--- config.mk ---
export PLATFORM = sky130hd
export DESIGN_NAME = tdsi_status_irq
export DESIGN_NICKNAME = d
export VERILOG_FILES = /design/src/shared/tdsi_pkg.sv /design/src/tdsi_period_timer.sv /design/src/tdsi_first_match.sv /design/src/tdsi_status_irq.sv
export SDC_FILE = /design/constraint.sdc
export NUM_CORES = 1
export LEC_CHECK = 0
export ABC_AREA = 0
export BUFFER_PORTS_ARGS = -buffer_cell sky130_fd_sc_hd__buf_2
export CAP_MARGIN = 40
export CELL_PAD_IN_SITES_DETAIL_PLACEMENT = 0
export CELL_PAD_IN_SITES_GLOBAL_PLACEMENT = 1
export CORE_AREA = 2 2 252 254
export DETAILED_ROUTE_END_ITERATION = 8
export DIE_AREA = 0 0 254 256
export PLACE_DENSITY_LB_ADDON = 0.3
export SLEW_MARGIN = 25
export SYNTH_ARGS = -nofsm -noshare
export SYNTH_HDL_FRONTEND = slang
export SYNTH_HIERARCHICAL = 1
export SYNTH_SLANG_ARGS = --single-unit
export TNS_END_PERCENT = 100
--- constraint.sdc ---
create_clock -name ref_clk_i -period 2.9 [get_ports ref_clk_i]
set_clock_uncertainty 0.1 [all_clocks]
set_input_delay 0.58 -clock ref_clk_i [delete_from_list [all_inputs] [get_ports ref_clk_i]]
set_output_delay 0.58 -clock ref_clk_i [all_outputs]
set_load 0.05 [all_outputs]
--- src/shared/tdsi_pkg.sv ---
// Package of the tone decoder status and interrupt block.
// Holds register addresses, status bit positions, mode codes and times.
// Assumes a 100 MHz device clock.
package tdsi_pkg;

  // Register addresses on the control bus.
  localparam logic [7:0] ADDR_ENTRY_INDEX = 8'h38;
  localparam logic [7:0] ADDR_STATUS      = 8'h3f;

  // Status register bit positions.
  localparam int ST_LIST_SEL  = 0;
  localparam int ST_UNLISTED  = 1;
  localparam int ST_TONE_DEC  = 2;
  localparam int ST_DEC_CHG   = 3;
  localparam int ST_LIST_FULL = 4;
  localparam int ST_TONE_CHG  = 5;

  // Widths and fill levels.
  localparam int IDX_W        = 5;
  localparam int PARAM_W      = 16;
  localparam int LIST_DEPTH   = 32;
  localparam int LOAD_CNT_W   = 6;
  localparam logic [LOAD_CNT_W-1:0] LOAD_FULL = 6'h20;
  localparam logic [7:0] BYTE_ZERO = 8'h00;

  // Decode mode field codes.
  localparam logic [1:0] MODE_OFF    = 2'h0;
  localparam logic [1:0] MODE_GROUP2 = 2'h1;
  localparam logic [1:0] MODE_GROUP1 = 2'h2;

  // Kinds of tone currently held by the decoder.
  localparam logic [1:0] KIND_SEL   = 2'h0;
  localparam logic [1:0] KIND_UNL   = 2'h1;
  localparam logic [1:0] KIND_OTHER = 2'h2;

  // Times and the cycle counts derived from them.
  localparam real CLK_FREQ_HZ        = 100.0e6;
  localparam real FAST_PERIOD_MS     = 4.3;
  localparam real SLOW_PERIOD_MS     = 8.6;
  localparam real SILENCE_TIMEOUT_MS = 100.0;
  localparam int  TIMER_W            = 24;
  localparam int  FAST_CYCLES    = $rtoi(FAST_PERIOD_MS * CLK_FREQ_HZ / 1000.0);
  localparam int  SLOW_CYCLES    = $rtoi(SLOW_PERIOD_MS * CLK_FREQ_HZ / 1000.0);
  localparam int  SILENCE_CYCLES =
    $rtoi(SILENCE_TIMEOUT_MS * CLK_FREQ_HZ / 1000.0);

  // Decoder states, one-hot.
  typedef enum logic [2:0] {
    TDSI_SILENT  = 3'h1,
    TDSI_PRESENT = 3'h2,
    TDSI_HOLD    = 3'h4
  } tdsi_state_type;

endpackage

--- src/tdsi_period_timer.sv ---
// Free counter that pulses once every limit_i cycles while running.
// Assumes limit_i is at least one and changes only between periods.
`timescale 1ns/1ps
`default_nettype none
module tdsi_period_timer #(
  parameter int W = 24
) (
  // Clock and reset
  input  wire logic         ref_clk_i,
  input  wire logic         rstn_i,
  // Control
  input  wire logic         run_i,
  input  wire logic         restart_i,
  input  wire logic [W-1:0] limit_i,
  // Result
  output logic              tick_o
);

  logic [W-1:0] cnt_r;

  always_ff @(posedge ref_clk_i or negedge rstn_i) begin
    if (!rstn_i) begin
      cnt_r  <= '0;
      tick_o <= 1'b0;
    end else if (restart_i || !run_i) begin
      cnt_r  <= '0;
      tick_o <= 1'b0;
    end else if (cnt_r >= limit_i - W'(1)) begin
      cnt_r  <= '0;
      tick_o <= 1'b1;
    end else begin
      cnt_r  <= cnt_r + W'(1);
      tick_o <= 1'b0;
    end
  end

endmodule // tdsi_period_timer
`default_nettype wire

--- src/tdsi_first_match.sv ---
// Priority encoder that finds the lowest list position with a hit.
// Assumes hit_i already holds bandwidth and group qualification.
`timescale 1ns/1ps
`default_nettype none
module tdsi_first_match #(
  parameter int N  = 32,
  parameter int IW = 5
) (
  // Hits per list position
  input  wire logic [N-1:0]  hit_i,
  // Result
  output logic               found_o,
  output logic [IW-1:0]      index_o
);

  // Scanning downward lets the lowest position be written last and win.
  always_comb begin
    found_o = 1'b0;
    index_o = '0;
    for (int i = N - 1; i >= 0; i--) begin
      if (hit_i[i]) begin
        found_o = 1'b1;
        index_o = IW'(i);
      end
    end
  end

endmodule // tdsi_first_match
`default_nettype wire

--- src/tdsi_status_irq.sv ---
// Decode state machine, matched entry index and status flags with the
// active-low interrupt of the paging tone decoder.
// Assumes the matching datapath delivers one result per measurement and
// that the host reads registers through a synchronous read strobe.
//
// Notes on behaviour
// - Entry index register shows the 5-bit matched position, upper bits zero.
// - Index zero is the first written position, 31 the last position.
// - Entry index and decoded parameters update in the same cycle.
// - Another selected-group listed tone while a tone is present sets the tone change bit.
// - List full sets once 32 entries are loaded into the selected list.
// - Zero power keeps list full; list wipe and global reset clear it.
// - Decode change bit sets on silence timeout, on a new selected-group match or on any other tone.
// - Tone decode bit is one in the tone present and hold states.
// - Selected-group listed tone from silence enters tone present with interrupt.
// - Unlisted tone from silence enters tone present, unknown set, no interrupt.
// - Other-group listed tone from silence stays silent, no interrupt.
// - Any other tone while tone present keeps decode bit and interrupts.
// - Tone loss runs a fixed timer; expiry returns the decoder to silence.
// - Unknown flag sets on unlisted decode and clears on listed decode.
// - List select bit tells which list was selected at match time.
// - Interrupt low when bit 3 or 5 set or bit 4 rises.
// - Reading status releases the interrupt and clears bits 3 and 5.
// - Bits 2 to 0 refresh each measurement period from interrupt assertion.
// - Zero power forces status to 000x0000, list full kept.
// - Decode mode off clears status bits 0, 1, 2, 3 and 5.
// - Mode 00 off and silent, 01 group two, 10 group one, 11 forbidden.
// - Matching takes the lowest hit position and reports its parameters.
`timescale 1ns/1ps
`default_nettype none
module tdsi_status_irq #(
  parameter int N               = tdsi_pkg::LIST_DEPTH,
  parameter int FAST_PERIOD_CYC = tdsi_pkg::FAST_CYCLES,
  parameter int SLOW_PERIOD_CYC = tdsi_pkg::SLOW_CYCLES,
  parameter int SILENCE_CYC     = tdsi_pkg::SILENCE_CYCLES
) (
  // Clock and reset
  input  wire logic                          ref_clk_i,
  input  wire logic                          rstn_i,
  // Control settings held by the host
  input  wire logic [1:0]                    decode_mode_i,
  input  wire logic                          fast_mode_i,
  input  wire logic                          zero_power_i,
  input  wire logic                          list_select_i,
  // Commands, one-cycle pulses
  input  wire logic                          global_reset_i,
  input  wire logic                          list_wipe_i,
  input  wire logic                          list_load_i,
  // Measurement results from the matching datapath
  input  wire logic                          meas_stb_i,
  input  wire logic                          tone_seen_i,
  input  wire logic [N-1:0]                  entry_hit_i,
  input  wire logic [N-1:0]                  entry_grp1_i,
  input  wire logic [N-1:0]                  entry_grp2_i,
  input  wire logic [N*tdsi_pkg::PARAM_W-1:0] entry_params_i,
  // Register read port
  input  wire logic                          rd_stb_i,
  input  wire logic [7:0]                    rd_addr_i,
  output logic      [7:0]                    rd_data_o,
  // Results
  output logic [tdsi_pkg::PARAM_W-1:0]       decoded_params_o,
  output logic                               interrupt_request_low_o
);
  import tdsi_pkg::*;

  tdsi_state_type     state_r;
  logic [IDX_W-1:0]   idx_r;
  logic [1:0]         kind_r;
  logic               unl_r;
  logic               list_r;
  logic               tone_chg_r;
  logic               full_r;
  logic               full_pend_r;
  logic               dec_chg_r;
  logic               vis_dec_r;
  logic               vis_unl_r;
  logic               vis_list_r;
  logic [LOAD_CNT_W-1:0] load_cnt_r [2];
  logic [7:0]         status_w;

  // Group qualification follows the decode mode encoding.
  function automatic logic [N-1:0] group_mask(input logic [1:0] mode,
                                              input logic [N-1:0] g1,
                                              input logic [N-1:0] g2);
    if (mode == MODE_GROUP1) begin
      return g1;
    end else if (mode == MODE_GROUP2) begin
      return g2;
    end else begin
      return '0;
    end
  endfunction

  logic [N-1:0]     sel_hit;
  logic             sel_found;
  logic [IDX_W-1:0] first_idx;
  logic             listed_any;
  logic             mode_on;
  logic             meas;
  logic             in_dec;
  logic [1:0]       new_kind;
  logic             differs;
  logic             ev_enter_sel;
  logic             ev_enter_unl;
  logic             ev_other;
  logic             ev_lost;
  logic             list_upd;
  logic             status_rd;
  logic             sil_tick;
  logic             per_tick;
  logic             irq_low_nxt;
  logic             irq_fall;
  logic             full_rise;
  logic [TIMER_W-1:0] per_limit;
  logic             unl_nxt;
  logic             dec_nxt;

  assign sel_hit    = entry_hit_i & group_mask(decode_mode_i, entry_grp1_i,
                                               entry_grp2_i);
  assign listed_any = |entry_hit_i;
  assign mode_on    = (decode_mode_i != MODE_OFF) && !zero_power_i;
  assign meas       = meas_stb_i && tone_seen_i && mode_on;
  assign in_dec     = (state_r == TDSI_PRESENT) || (state_r == TDSI_HOLD);
  assign status_rd  = rd_stb_i && (rd_addr_i == ADDR_STATUS);

  tdsi_first_match #(
    .N  (N),
    .IW (IDX_W)
  ) u_first_match (
    .hit_i   (sel_hit),
    .found_o (sel_found),
    .index_o (first_idx)
  );

  always_comb begin
    if (sel_found) begin
      new_kind = KIND_SEL;
    end else if (listed_any) begin
      new_kind = KIND_OTHER;
    end else begin
      new_kind = KIND_UNL;
    end
  end

  assign differs = (new_kind != kind_r) ||
                   ((new_kind == KIND_SEL) && (first_idx != idx_r));
  assign ev_enter_sel = (state_r == TDSI_SILENT) && meas && sel_found;
  assign ev_enter_unl = (state_r == TDSI_SILENT) && meas && !listed_any;
  assign ev_other     = in_dec && meas && differs;
  assign ev_lost      = (state_r == TDSI_HOLD) && sil_tick;
  assign list_upd     = ev_enter_sel || (ev_other && sel_found);

  // Decode state machine.
  always_ff @(posedge ref_clk_i or negedge rstn_i) begin
    if (!rstn_i) begin
      state_r <= TDSI_SILENT;
      kind_r  <= KIND_UNL;
    end else if (!mode_on || global_reset_i) begin
      state_r <= TDSI_SILENT;
      kind_r  <= KIND_UNL;
    end else begin
      case (state_r)
        TDSI_SILENT: begin
          if (ev_enter_sel || ev_enter_unl) begin
            state_r <= TDSI_PRESENT;
            kind_r  <= new_kind;
          end
        end
        TDSI_PRESENT: begin
          if (meas) begin
            kind_r <= new_kind;
          end else if (meas_stb_i && !tone_seen_i) begin
            state_r <= TDSI_HOLD;
          end
        end
        TDSI_HOLD: begin
          if (meas) begin
            state_r <= TDSI_PRESENT;
            kind_r  <= new_kind;
          end else if (sil_tick) begin
            state_r <= TDSI_SILENT;
          end
        end
        default: begin
          state_r <= TDSI_SILENT;
        end
      endcase
    end
  end

  // Silence timeout runs only while the tone is missing.
  tdsi_period_timer #(
    .W (TIMER_W)
  ) u_silence_timer (
    .ref_clk_i (ref_clk_i),
    .rstn_i    (rstn_i),
    .run_i     (state_r == TDSI_HOLD),
    .restart_i (meas),
    .limit_i   (TIMER_W'(SILENCE_CYC)),
    .tick_o    (sil_tick)
  );

  // Matched entry and its parameters, loaded together.
  always_ff @(posedge ref_clk_i or negedge rstn_i) begin
    if (!rstn_i) begin
      idx_r            <= '0;
      decoded_params_o <= '0;
      list_r           <= 1'b0;
    end else if (global_reset_i) begin
      idx_r            <= '0;
      decoded_params_o <= '0;
      list_r           <= 1'b0;
    end else if (list_upd) begin
      idx_r            <= first_idx;
      decoded_params_o <= entry_params_i[first_idx*PARAM_W +: PARAM_W];
      list_r           <= list_select_i;
    end
  end

  // Next decoder view, so a refresh taken with an event is not stale.
  always_comb begin
    if (ev_enter_unl || (ev_other && !listed_any)) begin
      unl_nxt = 1'b1;
    end else if (meas && listed_any) begin
      unl_nxt = 1'b0;
    end else begin
      unl_nxt = unl_r;
    end
  end

  assign dec_nxt = (in_dec && !ev_lost) || ev_enter_sel || ev_enter_unl;

  // Unknown-tone flag of the decoder itself.
  always_ff @(posedge ref_clk_i or negedge rstn_i) begin
    if (!rstn_i) begin
      unl_r <= 1'b0;
    end else if (!mode_on || global_reset_i) begin
      unl_r <= 1'b0;
    end else begin
      unl_r <= unl_nxt;
    end
  end

  // Event flags; a new event wins over the clearing read.
  always_ff @(posedge ref_clk_i or negedge rstn_i) begin
    if (!rstn_i) begin
      dec_chg_r  <= 1'b0;
      tone_chg_r <= 1'b0;
    end else if (!mode_on || global_reset_i) begin
      dec_chg_r  <= 1'b0;
      tone_chg_r <= 1'b0;
    end else begin
      if (ev_enter_sel || ev_other || ev_lost) begin
        dec_chg_r <= 1'b1;
      end else if (status_rd) begin
        dec_chg_r <= 1'b0;
      end
      if (ev_other && sel_found) begin
        tone_chg_r <= 1'b1;
      end else if (status_rd) begin
        tone_chg_r <= 1'b0;
      end
    end
  end

  // Load counting per list; zero power leaves it alone.
  always_ff @(posedge ref_clk_i or negedge rstn_i) begin
    if (!rstn_i) begin
      load_cnt_r[0] <= '0;
      load_cnt_r[1] <= '0;
      full_r        <= 1'b0;
    end else if (global_reset_i) begin
      load_cnt_r[0] <= '0;
      load_cnt_r[1] <= '0;
      full_r        <= 1'b0;
    end else if (list_wipe_i) begin
      load_cnt_r[list_select_i] <= '0;
      full_r                    <= 1'b0;
    end else if (list_load_i) begin
      if (load_cnt_r[list_select_i] != LOAD_FULL) begin
        load_cnt_r[list_select_i] <= load_cnt_r[list_select_i] +
                                     LOAD_CNT_W'(1);
      end
      if (load_cnt_r[list_select_i] >= LOAD_FULL - LOAD_CNT_W'(1)) begin
        full_r <= 1'b1;
      end
    end
  end

  assign full_rise = list_load_i && !global_reset_i && !list_wipe_i &&
                     !full_r &&
                     (load_cnt_r[list_select_i] >= LOAD_FULL - LOAD_CNT_W'(1));

  // A list-full rise only pulses, so it is held until the status read.
  always_ff @(posedge ref_clk_i or negedge rstn_i) begin
    if (!rstn_i) begin
      full_pend_r <= 1'b0;
    end else if (full_rise) begin
      full_pend_r <= 1'b1;
    end else if (status_rd || global_reset_i) begin
      full_pend_r <= 1'b0;
    end
  end

  // Interrupt follows the next values of the flags it depends on.
  always_comb begin
    irq_low_nxt = full_rise || (full_pend_r && !status_rd);
    if (mode_on && !global_reset_i) begin
      irq_low_nxt = irq_low_nxt || ev_enter_sel || ev_other || ev_lost ||
                    (dec_chg_r && !status_rd) ||
                    (tone_chg_r && !status_rd);
    end
  end

  always_ff @(posedge ref_clk_i or negedge rstn_i) begin
    if (!rstn_i) begin
      interrupt_request_low_o <= 1'b1;
    end else begin
      interrupt_request_low_o <= !irq_low_nxt;
    end
  end

  assign irq_fall  = irq_low_nxt && interrupt_request_low_o;
  assign per_limit = fast_mode_i ? TIMER_W'(FAST_PERIOD_CYC)
                                 : TIMER_W'(SLOW_PERIOD_CYC);

  tdsi_period_timer #(
    .W (TIMER_W)
  ) u_period_timer (
    .ref_clk_i (ref_clk_i),
    .rstn_i    (rstn_i),
    .run_i     (mode_on),
    .restart_i (irq_fall),
    .limit_i   (per_limit),
    .tick_o    (per_tick)
  );

  // Visible decode bits: refreshed on each period and with each interrupt.
  always_ff @(posedge ref_clk_i or negedge rstn_i) begin
    if (!rstn_i) begin
      vis_dec_r  <= 1'b0;
      vis_unl_r  <= 1'b0;
      vis_list_r <= 1'b0;
    end else if (!mode_on || global_reset_i) begin
      vis_dec_r  <= 1'b0;
      vis_unl_r  <= 1'b0;
      vis_list_r <= 1'b0;
    end else if (per_tick || irq_fall) begin
      vis_dec_r  <= dec_nxt;
      vis_unl_r  <= unl_nxt;
      // The list bit reads zero unless a listed match is being reported.
      vis_list_r <= dec_nxt && !unl_nxt &&
                    (list_upd ? list_select_i : list_r);
    end
  end

  assign status_w = {2'b00, tone_chg_r, full_r, dec_chg_r,
                     vis_dec_r, vis_unl_r, vis_list_r};

  // Read port; there is no write path, so no write can disturb state.
  always_ff @(posedge ref_clk_i or negedge rstn_i) begin
    if (!rstn_i) begin
      rd_data_o <= BYTE_ZERO;
    end else if (!rd_stb_i) begin
      rd_data_o <= rd_data_o;
    end else if (rd_addr_i == ADDR_ENTRY_INDEX) begin
      rd_data_o <= {3'b000, idx_r};
    end else if (rd_addr_i == ADDR_STATUS) begin
      rd_data_o <= status_w;
    end else begin
      rd_data_o <= BYTE_ZERO;
    end
  end

  idx_read_zero_a: assert property (@(posedge ref_clk_i) disable iff (!rstn_i)
    rd_stb_i && rd_addr_i == ADDR_ENTRY_INDEX |=>
      rd_data_o[7:5] == 3'b000 && rd_data_o[4:0] == $past(idx_r))
    else $error("entry index read is wrong");
  idx_params_sync_a: assert property (@(posedge ref_clk_i)
    disable iff (!rstn_i)
    $changed(idx_r) && !$past(global_reset_i) |->
      $past(list_upd) && idx_r == $past(first_idx))
    else $error("index changed without a match update");
  tone_change_a: assert property (@(posedge ref_clk_i) disable iff (!rstn_i)
    ev_other && sel_found && mode_on && !global_reset_i |=>
      tone_chg_r && !interrupt_request_low_o)
    else $error("tone change flag or interrupt missing");
  full_set_a: assert property (@(posedge ref_clk_i) disable iff (!rstn_i)
    full_rise |=> full_r && !interrupt_request_low_o)
    else $error("list full not flagged");
  unlisted_quiet_a: assert property (@(posedge ref_clk_i)
    disable iff (!rstn_i)
    ev_enter_unl && !dec_chg_r && !tone_chg_r && !full_pend_r &&
      !full_rise && !global_reset_i |=>
      interrupt_request_low_o && state_r == TDSI_PRESENT && unl_r)
    else $error("unlisted tone raised interrupt");
  irq_level_a: assert property (@(posedge ref_clk_i) disable iff (!rstn_i)
    dec_chg_r || tone_chg_r |-> !interrupt_request_low_o)
    else $error("interrupt not low with flag set");
  read_release_a: assert property (@(posedge ref_clk_i)
    disable iff (!rstn_i)
    status_rd && !irq_low_nxt |=>
      interrupt_request_low_o && !dec_chg_r && !tone_chg_r)
    else $error("status read did not release interrupt");
  mode_off_a: assert property (@(posedge ref_clk_i) disable iff (!rstn_i)
    decode_mode_i == MODE_OFF |=>
      (status_w & 8'h2f) == 8'h00 && state_r == TDSI_SILENT)
    else $error("mode off did not clear status");
  zero_power_a: assert property (@(posedge ref_clk_i) disable iff (!rstn_i)
    zero_power_i && !full_rise && !list_wipe_i && !global_reset_i |=>
      (status_w & 8'hef) == 8'h00 && full_r == $past(full_r))
    else $error("zero power status pattern wrong");
  silence_end_a: assert property (@(posedge ref_clk_i)
    disable iff (!rstn_i)
    ev_lost && mode_on && !global_reset_i |=>
      state_r == TDSI_SILENT && dec_chg_r)
    else $error("silence timeout did not return to silence");

endmodule // tdsi_status_irq
`default_nettype wire

After elaboration in Yosys (flattened, before gate mapping)
Cells that the tools add are included.
{"block": "op_classes", "n_addsub": 4, "magnitude_cmp": 5, "n_eq_ne": 15, "n_shift": 1, "mux": 127, "n_bitwise": 4, "reduce_logical": 77}
{"op": "512-bit by 10-bit variable part select with 16-bit output", "count": 1}
{"op": "5-bit 2-to-1 mux", "count": 34}
{"op": "24-bit 2-to-1 mux", "count": 4}
{"op": "32-bit 2-to-1 mux", "count": 2}
{"op": "1-bit 2-to-1 mux", "count": 59}
{"op": "24-bit by 1-bit adder with 24-bit output (second input constant)", "count": 2}
{"op": "12-bit 2-to-1 mux", "count": 4}
{"op": "6-bit 2-to-1 mux", "count": 6}
{"op": "32-bit bitwise AND", "count": 1}
{"op": "16-bit 2-to-1 mux", "count": 2}
{"op": "32-bit OR reduction", "count": 1}
{"op": "1-bit logical AND", "count": 28}
{"op": "24-bit >= comparator", "count": 1}
{"op": "24-bit >= comparator (second input constant)", "count": 1}
{"op": "20-bit by 1-bit subtractor with 21-bit output (second input constant)", "count": 1}
{"op": "1-bit logical OR", "count": 20}
{"op": "20-bit 2-to-1 mux", "count": 1}
{"op": "3-bit 2-to-1 mux", "count": 6}
{"op": "3-bit nonzero test", "count": 6}
{"op": "8-bit by 6-bit == test with 1-bit output (second input constant)", "count": 2}
{"op": "12-bit bitwise AND", "count": 1}
{"op": "12-bit bitwise mux", "count": 1}
{"op": "1-bit logical NOT", "count": 12}
{"op": "12-bit inverter", "count": 1}
{"op": "other kinds (26)", "count": 36}
{"block": "word_totals", "reg_bits": 106, "in_bits": 629, "output_inout_bits": 25, "word_cells": 254}

Logic depth before layout (Yosys ltp)
{"block": "depth", "depth_word": 50, "mapped_depth": 22, "ltp_nobuf": 17}

By module
The synthesis kept the hierarchy.
{"mod": "tdsi_status_irq", "instances": 1, "cells_each": 613, "area_per_inst_um2": 7368.3, "seq_area_each_um2": 1355.0}
{"mod": "tdsi_period_timer", "instances": 2, "cells_each": 257, "area_per_inst_um2": 2277.2, "seq_area_each_um2": 625.6}
{"mod": "tdsi_first_match", "instances": 1, "cells_each": 65, "area_per_inst_um2": 370.4, "seq_area_each_um2": 0.0}

Worst setup path before layout
OpenSTA, ideal clock, no wires.
{"block": "synth_path", "path_kind": "input -> register", "start": "in decode_mode_i[1]", "end": "reg u_period_timer.cnt_r[18]", "setup_ps": 88, "arrival_time_ps": 4161, "required_time_ps": 2712, "path_slack_ps": -1450, "path_stages": 21, "n_path_buf": 5, "cell_sequence": "nor2b_1 -> clkbuf_1 -> clkbuf_1 -> a22oi_1 -> nor2b_1 -> inv_1 -> a21oi_1 -> o21ai_0 -> a2111oi_0 -> a221oi_1 -> buf_2 -> buf_4 -> xor2_1 -> nor4_2 -> a21oi_1 -> o2111ai_1 -> a31oi_1 -> o21a_1 -> nor2b_1 -> clkbuf_1 -> nor3b_1"}
{"block": "synth_between", "elab_cells_between_ends": 93, "classes_between": "eq/ne: 4; mux: 69; bitwise: 1; reduce/logical: 19"}
{"element": "start, declared", "line": "tdsi_status_irq.sv:41", "source": "input wire logic [1:0] decode_mode_i,"}
{"element": "2-bit by 1-bit == test with 1-bit output", "line": "tdsi_status_irq.sv:87", "source": "end else if (mode == MODE_GROUP2) begin"}
{"element": "32-bit 2-to-1 mux", "line": "tdsi_status_irq.sv:87"}
{"element": "32-bit 2-to-1 mux *", "line": "tdsi_status_irq.sv:85", "source": "if (mode == MODE_GROUP1) begin"}
{"element": "32-bit bitwise AND *", "line": "tdsi_status_irq.sv:118", "source": "assign sel_hit = entry_hit_i & group_mask(decode_mode_i, entry_grp1_i,"}
{"element": "via sel_hit[16]", "line": "tdsi_status_irq.sv:94", "source": "logic [N-1:0] sel_hit;"}
{"element": "5-bit 2-to-1 mux * (17 in a row)", "line": "tdsi_first_match.sv:21", "source": "if (hit_i[i]) begin"}
{"element": "via first_idx[0]", "line": "tdsi_status_irq.sv:96", "source": "logic [IDX_W-1:0] first_idx;"}
{"element": "5-bit inequality test *", "line": "tdsi_status_irq.sv:146", "source": "((new_kind == KIND_SEL) && (first_idx != idx_r));"}
{"element": "[2 not listed]"}
{"element": "1-bit logical AND *", "line": "tdsi_status_irq.sv:149", "source": "assign ev_other = in_dec && meas && differs;"}
{"element": "1-bit logical OR * (3 in a row)", "line": "tdsi_status_irq.sv:309", "source": "irq_low_nxt = irq_low_nxt || ev_enter_sel || ev_other || ev_lost ||"}
{"element": "1-bit logical OR *", "line": "tdsi_status_irq.sv:310", "source": "(dec_chg_r && !status_rd) ||"}
{"element": "1-bit 2-to-1 mux *", "line": "tdsi_status_irq.sv:308", "source": "if (mode_on && !global_reset_i) begin"}
{"element": "1-bit logical AND *", "line": "tdsi_status_irq.sv:323", "source": "assign irq_fall = irq_low_nxt && interrupt_request_low_o;"}
{"element": "via irq_fall", "line": "tdsi_status_irq.sv:112", "source": "logic irq_fall;"}
{"element": "1-bit logical OR *", "line": "tdsi_period_timer.sv:25", "source": "end else if (restart_i || !run_i) begin"}
{"element": "24-bit 2-to-1 mux *", "line": "tdsi_period_timer.sv:25"}
{"element": "end signal, assigned", "line": "tdsi_period_timer.sv:32", "source": "cnt_r <= cnt_r + W'(1);"}
{"element": "end, declared", "line": "tdsi_period_timer.sv:19", "source": "logic [W-1:0] cnt_r;"}
The timed path passes the listed nets; every way through them passes the cells marked *.
A chain may end at the register's enable or synchronous reset.

Worst setup path after layout
{"block": "layout_path", "start": "in decode_mode_i[0]", "end": "reg decoded_params_o[1] (netlist name)"}
{"block": "layout_between", "elab_cells_between_ends": 88, "classes_between": "eq/ne: 4; shift: 1; mux: 69; bitwise: 1; reduce/logical: 13"}
{"element": "2-bit by 1-bit == test with 1-bit output", "line": "tdsi_status_irq.sv:87"}
{"element": "32-bit 2-to-1 mux", "line": "tdsi_status_irq.sv:87"}
{"element": "32-bit 2-to-1 mux *", "line": "tdsi_status_irq.sv:85"}
{"element": "32-bit bitwise AND *", "line": "tdsi_status_irq.sv:118"}
{"element": "via sel_hit[29]", "line": "tdsi_status_irq.sv:94"}
{"element": "5-bit 2-to-1 mux * (30 in a row)", "line": "tdsi_first_match.sv:21"}
{"element": "via first_idx[0]", "line": "tdsi_status_irq.sv:96"}
{"element": "branches (longest 7 deep; another with 512-bit by 10-bit variable part select with 16-bit output)"}
{"element": "end signal, assigned", "line": "tdsi_status_irq.sv:215", "source": "decoded_params_o <= entry_params_i[first_idx*PARAM_W +: PARAM_W];"}
{"element": "end, declared", "line": "tdsi_status_irq.sv:61", "source": "output logic [tdsi_pkg::PARAM_W-1:0] decoded_params_o,"}
Mark *: on every way through the listed nets, which the timed path passes. The select of a mux whose other input is x is not followed.

==> out/results.ini <==
[outcome]
status = finished with violations
violations = negative setup slack

[timing]
setup_ws_ns = -1.319
layout_min_cycle_time_ns = 4.219
fin_crit_sh_pct = 145.5
rsz0062_at_grt = true
timing.fmax_ghz = 0.2370
tightest_slew_ns = 0.6013
slew_headroom_pct = 59.92
drv_slew = 0
setup_viol = 57
fin_setup_tns_ns = -62.96
hold_viol_final = 0

[setup_path]
path_delay_family = multiplexers
cp_cell_sequence = buf_8 -> nor2b_4 -> buf_12 -> a22oi_1 -> nor2b_2 -> and2b_2 -> nor3_2 -> o31ai_2 -> o2111ai_2 -> a221oi_4 -> buf_4 -> buf_12 -> buf_16 -> buf_12 -> buf_16 -> mux4_2 -> mux4_2 -> mux2i_1 -> a211oi_1
r2r_start = u_silence_timer/cnt_r[22]$_DFF_PN0_
cp_slowest_cell = mux4_2
rrSetupSlack_ns = 0.39
critical_path_depth = 19
cp_max_fo = 8
worstSetupStartpointType = input pin
critPathKind = in -> reg
max_stage_delay_ns = 0.60
rr_endpoint = u_silence_timer/cnt_r[0]$_DFF_PN0_
critPathBufInv = 7
endpoint_kind = flip-flop
cpMostUsedCell = buf_12
cp.arrival_ns = 4.35
r2r_cells = 7
required_ns = 3.04

[final_layout]
post-route-util_pct = 31.07
register_area_mm2 = 0.002606
syn2layout_area_growth_pct = 57.71
multi_input_comb_area_mm2 = 0.01014
fill_cells = 6665
fin_nets = 2757
layout-drive-gt1-share_pct = 54.50

[grt]
grt-ovfl-total = 0
grt_pass1_vias = 14708
grt_max_degree = 46
track_usage_pct = 25.17
grt_pass1_wl_um = 113500
antenna_found_initial = 69

[floorplanning]
fp.dieArea_mm2 = 0.06502
start_util_pct = 19.70
rows = 92
dieWidth_um = 254
core_area_mm2 = 0.06239
die_y_um = 256
io_pins = 654

[synthesis]
synth_seq_cells = 104
synth_edf_count = 0
synth_warnings = 6
synth_area_mm2 = 0.01229
avgSynthCellArea_um2 = 10.31
syn_inst = 1192
yosysSeqAreaShare_pct = 21.20
synth_cell_types = 77
async_flop_share_pct = 100.0
synth_ff_type = dfrtp_1

[power_and_ir_drop]
leakage_uw = 0.008736
vdd_ir_drop_max_uv = 324.8
power_density_mw_per_mm2 = 362.5

[clocking]
clkTransAtPathRegs_ns = 0.08
cts_sinks = 104
clock_latency_ns = 0.38
htreeDepth = 3
cts_tree = done
holdBufCountCts = 0
clk_path_buf_depth = 2
cts-root-buf = clkbuf_16
cts_buffers = 9

[routing]
vias = 14094
wl_per_cell_um = 28.32
drc = 0
drt-initial-drc-count = 860
wl_um = 83280
antenna_left = 0
via_per_inst = 4.792
dr.pass1.iters = 5

[run]
drv_cap = 0

[place]
dp_hpwl_um = 72760
portBuffers = 651
place_congestion = 0.9792

[hold_path]
min_path_type = in -> async

==> power by group <==
part	total (uW)	internal, uW	switching, uW
clock	1320	682	640
combinational	4210	2190	2020
sequential	1500	1470	24.6
total	7030	4340	2680
==> state kept, by name, indices dropped and copies added, names as in the netlist, 2 cells and up <==
| register | count |
|---|---|
| state_r | 3 |
| u_period_timer/cnt_r | 24 |
| load_cnt_r | 12 |
| kind_r | 2 |
| decoded_params_o | 16 |
| u_silence_timer/cnt_r | 24 |
| idx_r | 5 |
| rd_data_o | 6 |
==> worst max path at each step <==
stage                                start                                  to  slack, ns
after detailed placement  decode_mode_i[1]     decoded_params_o[1]$_DFFE_PN0P_      -1.78
after global placement    decode_mode_i[1]  u_period_timer/cnt_r[23]$_DFF_PN0_      -1.77
final                     decode_mode_i[0]     decoded_params_o[1]$_DFFE_PN0P_      -1.32
after floorplan           decode_mode_i[1]  u_period_timer/cnt_r[20]$_DFF_PN0_      -1.02
after global routing      decode_mode_i[1]     decoded_params_o[1]$_DFFE_PN0P_      -1.43
after CTS                 decode_mode_i[1]     decoded_params_o[1]$_DFFE_PN0P_      -1.24
==> layout make-up <==
cell class	count	area share, %
diodes	16	0.2065
clock buffers	11	1.200
clock inverters	5	0.3291
inverters	30	0.5808
multi-input cells	1096	52.29
flip-flops and latches	104	13.44
well taps	846	5.460
repair buffers	833	26.49
==> metal layers <==
layer | vias to the layer above | track usage [%] | part of all wire, %
met5 | - | 0 | 0.29
met4 | 40 | 10.10 | 4.4
met3 | 138 | 9.122 | 9.3
met2 | 619 | 39.63 | 45
met1 | 6954 | 31.07 | 41
li1 | 6343 | - | -
==> cell families after synthesis <==
group	share of synthesized area [%]
multiplexers	31.62
AND/OR/NAND/NOR	20.72
AO/OA/AOI/OAI	10.39
adder cells (fa/ha/maj)	5.496
other	0.06109
flip-flops	21.20
XOR/XNOR	6.484
buffers and inverters	4.020
==> per-stage QoR <==
stage / area, um2 / instances / setup slack, ns / hold slack [ns] / power, uW
floorplan: 12890 / 1308 / -1.025 / 0.1844 / 3682
global placement: 18040 / 2868 / -1.772 / 0.3647 / 5356
detailed placement: 18040 / 2868 / -1.782 / 0.3724 / 5373
CTS: 19110 / 2912 / -1.239 / 0.06552 / 7053
global route: 19360 / 2932 / -1.427 / 0.08294 / 7335
finish: 19390 / 2941 / -1.319 / 0.06490 / 7027
==> synthesized netlist by cell type (4+ instances only) <==
library cell,instances,area [um2]
mux4_2,160,3603
nor2_1,123,461.7
dfrtp_1,101,2527
nand2_1,79,296.5
xnor2_1,58,508.0
ha_1,54,675.7
a21oi_1,47,235.2
nor2b_1,41,256.5
a22oi_1,35,262.8
nor4_1,33,206.5
xor2_1,33,289.0
nor3_1,32,160.2
clkbuf_1,31,116.4
inv_1,30,112.6
buf_2,26,130.1
mux2i_1,25,250.2
nand4_1,25,156.4
o21ai_0,25,125.1
nand3_1,23,115.1
a211oi_1,21,157.7
nor3b_1,18,135.1
and3_1,11,68.82
buf_1,11,41.29
nand2b_1,10,62.56
or3_1,9,56.30
and4_1,8,70.07
a221oi_1,6,52.55
and2_1,6,37.54
nor4_4,6,127.6
a31oi_1,5,31.28
buf_4,5,37.54
buf_6,5,56.30
o2111ai_1,5,43.79
o21a_1,5,37.54
a21o_1,4,30.03
nor3b_2,4,50.05
o31a_1,4,35.03
==> cells in the final DEF (no fill, tap or decap), types with 7 or more instances in the layout <==
master     netlist  final
dfrtp_1        101    101
buf_6            5     10
buf_12           0     22
nor2_1         123    121
or3_1            9      9
xnor2_1         58     58
ha_1            54     54
inv_1           30     29
a21oi_1         47     41
nor3b_2          4     12
nor3_1          32     26
nand2_1         79     75
a22oi_2          0     14
mux2i_1         25     25
buf_4            5    139
o21ai_0         25     20
nand2b_1        10     10
conb_1           2    118
nor2b_2          0     15
clkbuf_16        0     10
nor4_4           6      8
and3_1          11     10
and4_1           8      8
mux4_2         160    160
nor3_2           1      7
a22oi_1         35     21
nand4_1         25     25
buf_2           26    648
nor2b_1         41     21
xor2_1          33     32
nand3_1         23     21
a211oi_1        21     20
diode_2          0     16
nor3b_1         18      9
nor4_1          33     31
buf_8            0      7
==> worst register-to-register path: cells and delay by family (launching register included) <==
family / cells / cell delay, ns
AND/OR/NAND/NOR: 4 / 1.00
adder cells (fa/ha/maj): 1 / 0.32
flip-flops: 1 / 0.43
buffers and inverters: 1 / 0.33
AO/OA/AOI/OAI: 1 / 0.19
==> what timing repair did <==
action / 4_1_cts / 5_1_grt
pin swaps: 22 / 14
gates cloned: 4 / 2
resized for setup: 110 / 28
endpoints found under the setup margin: 57 / 58
buffers inserted: 26 / 12
Note: power is estimated with default switching activity, not from simulation.
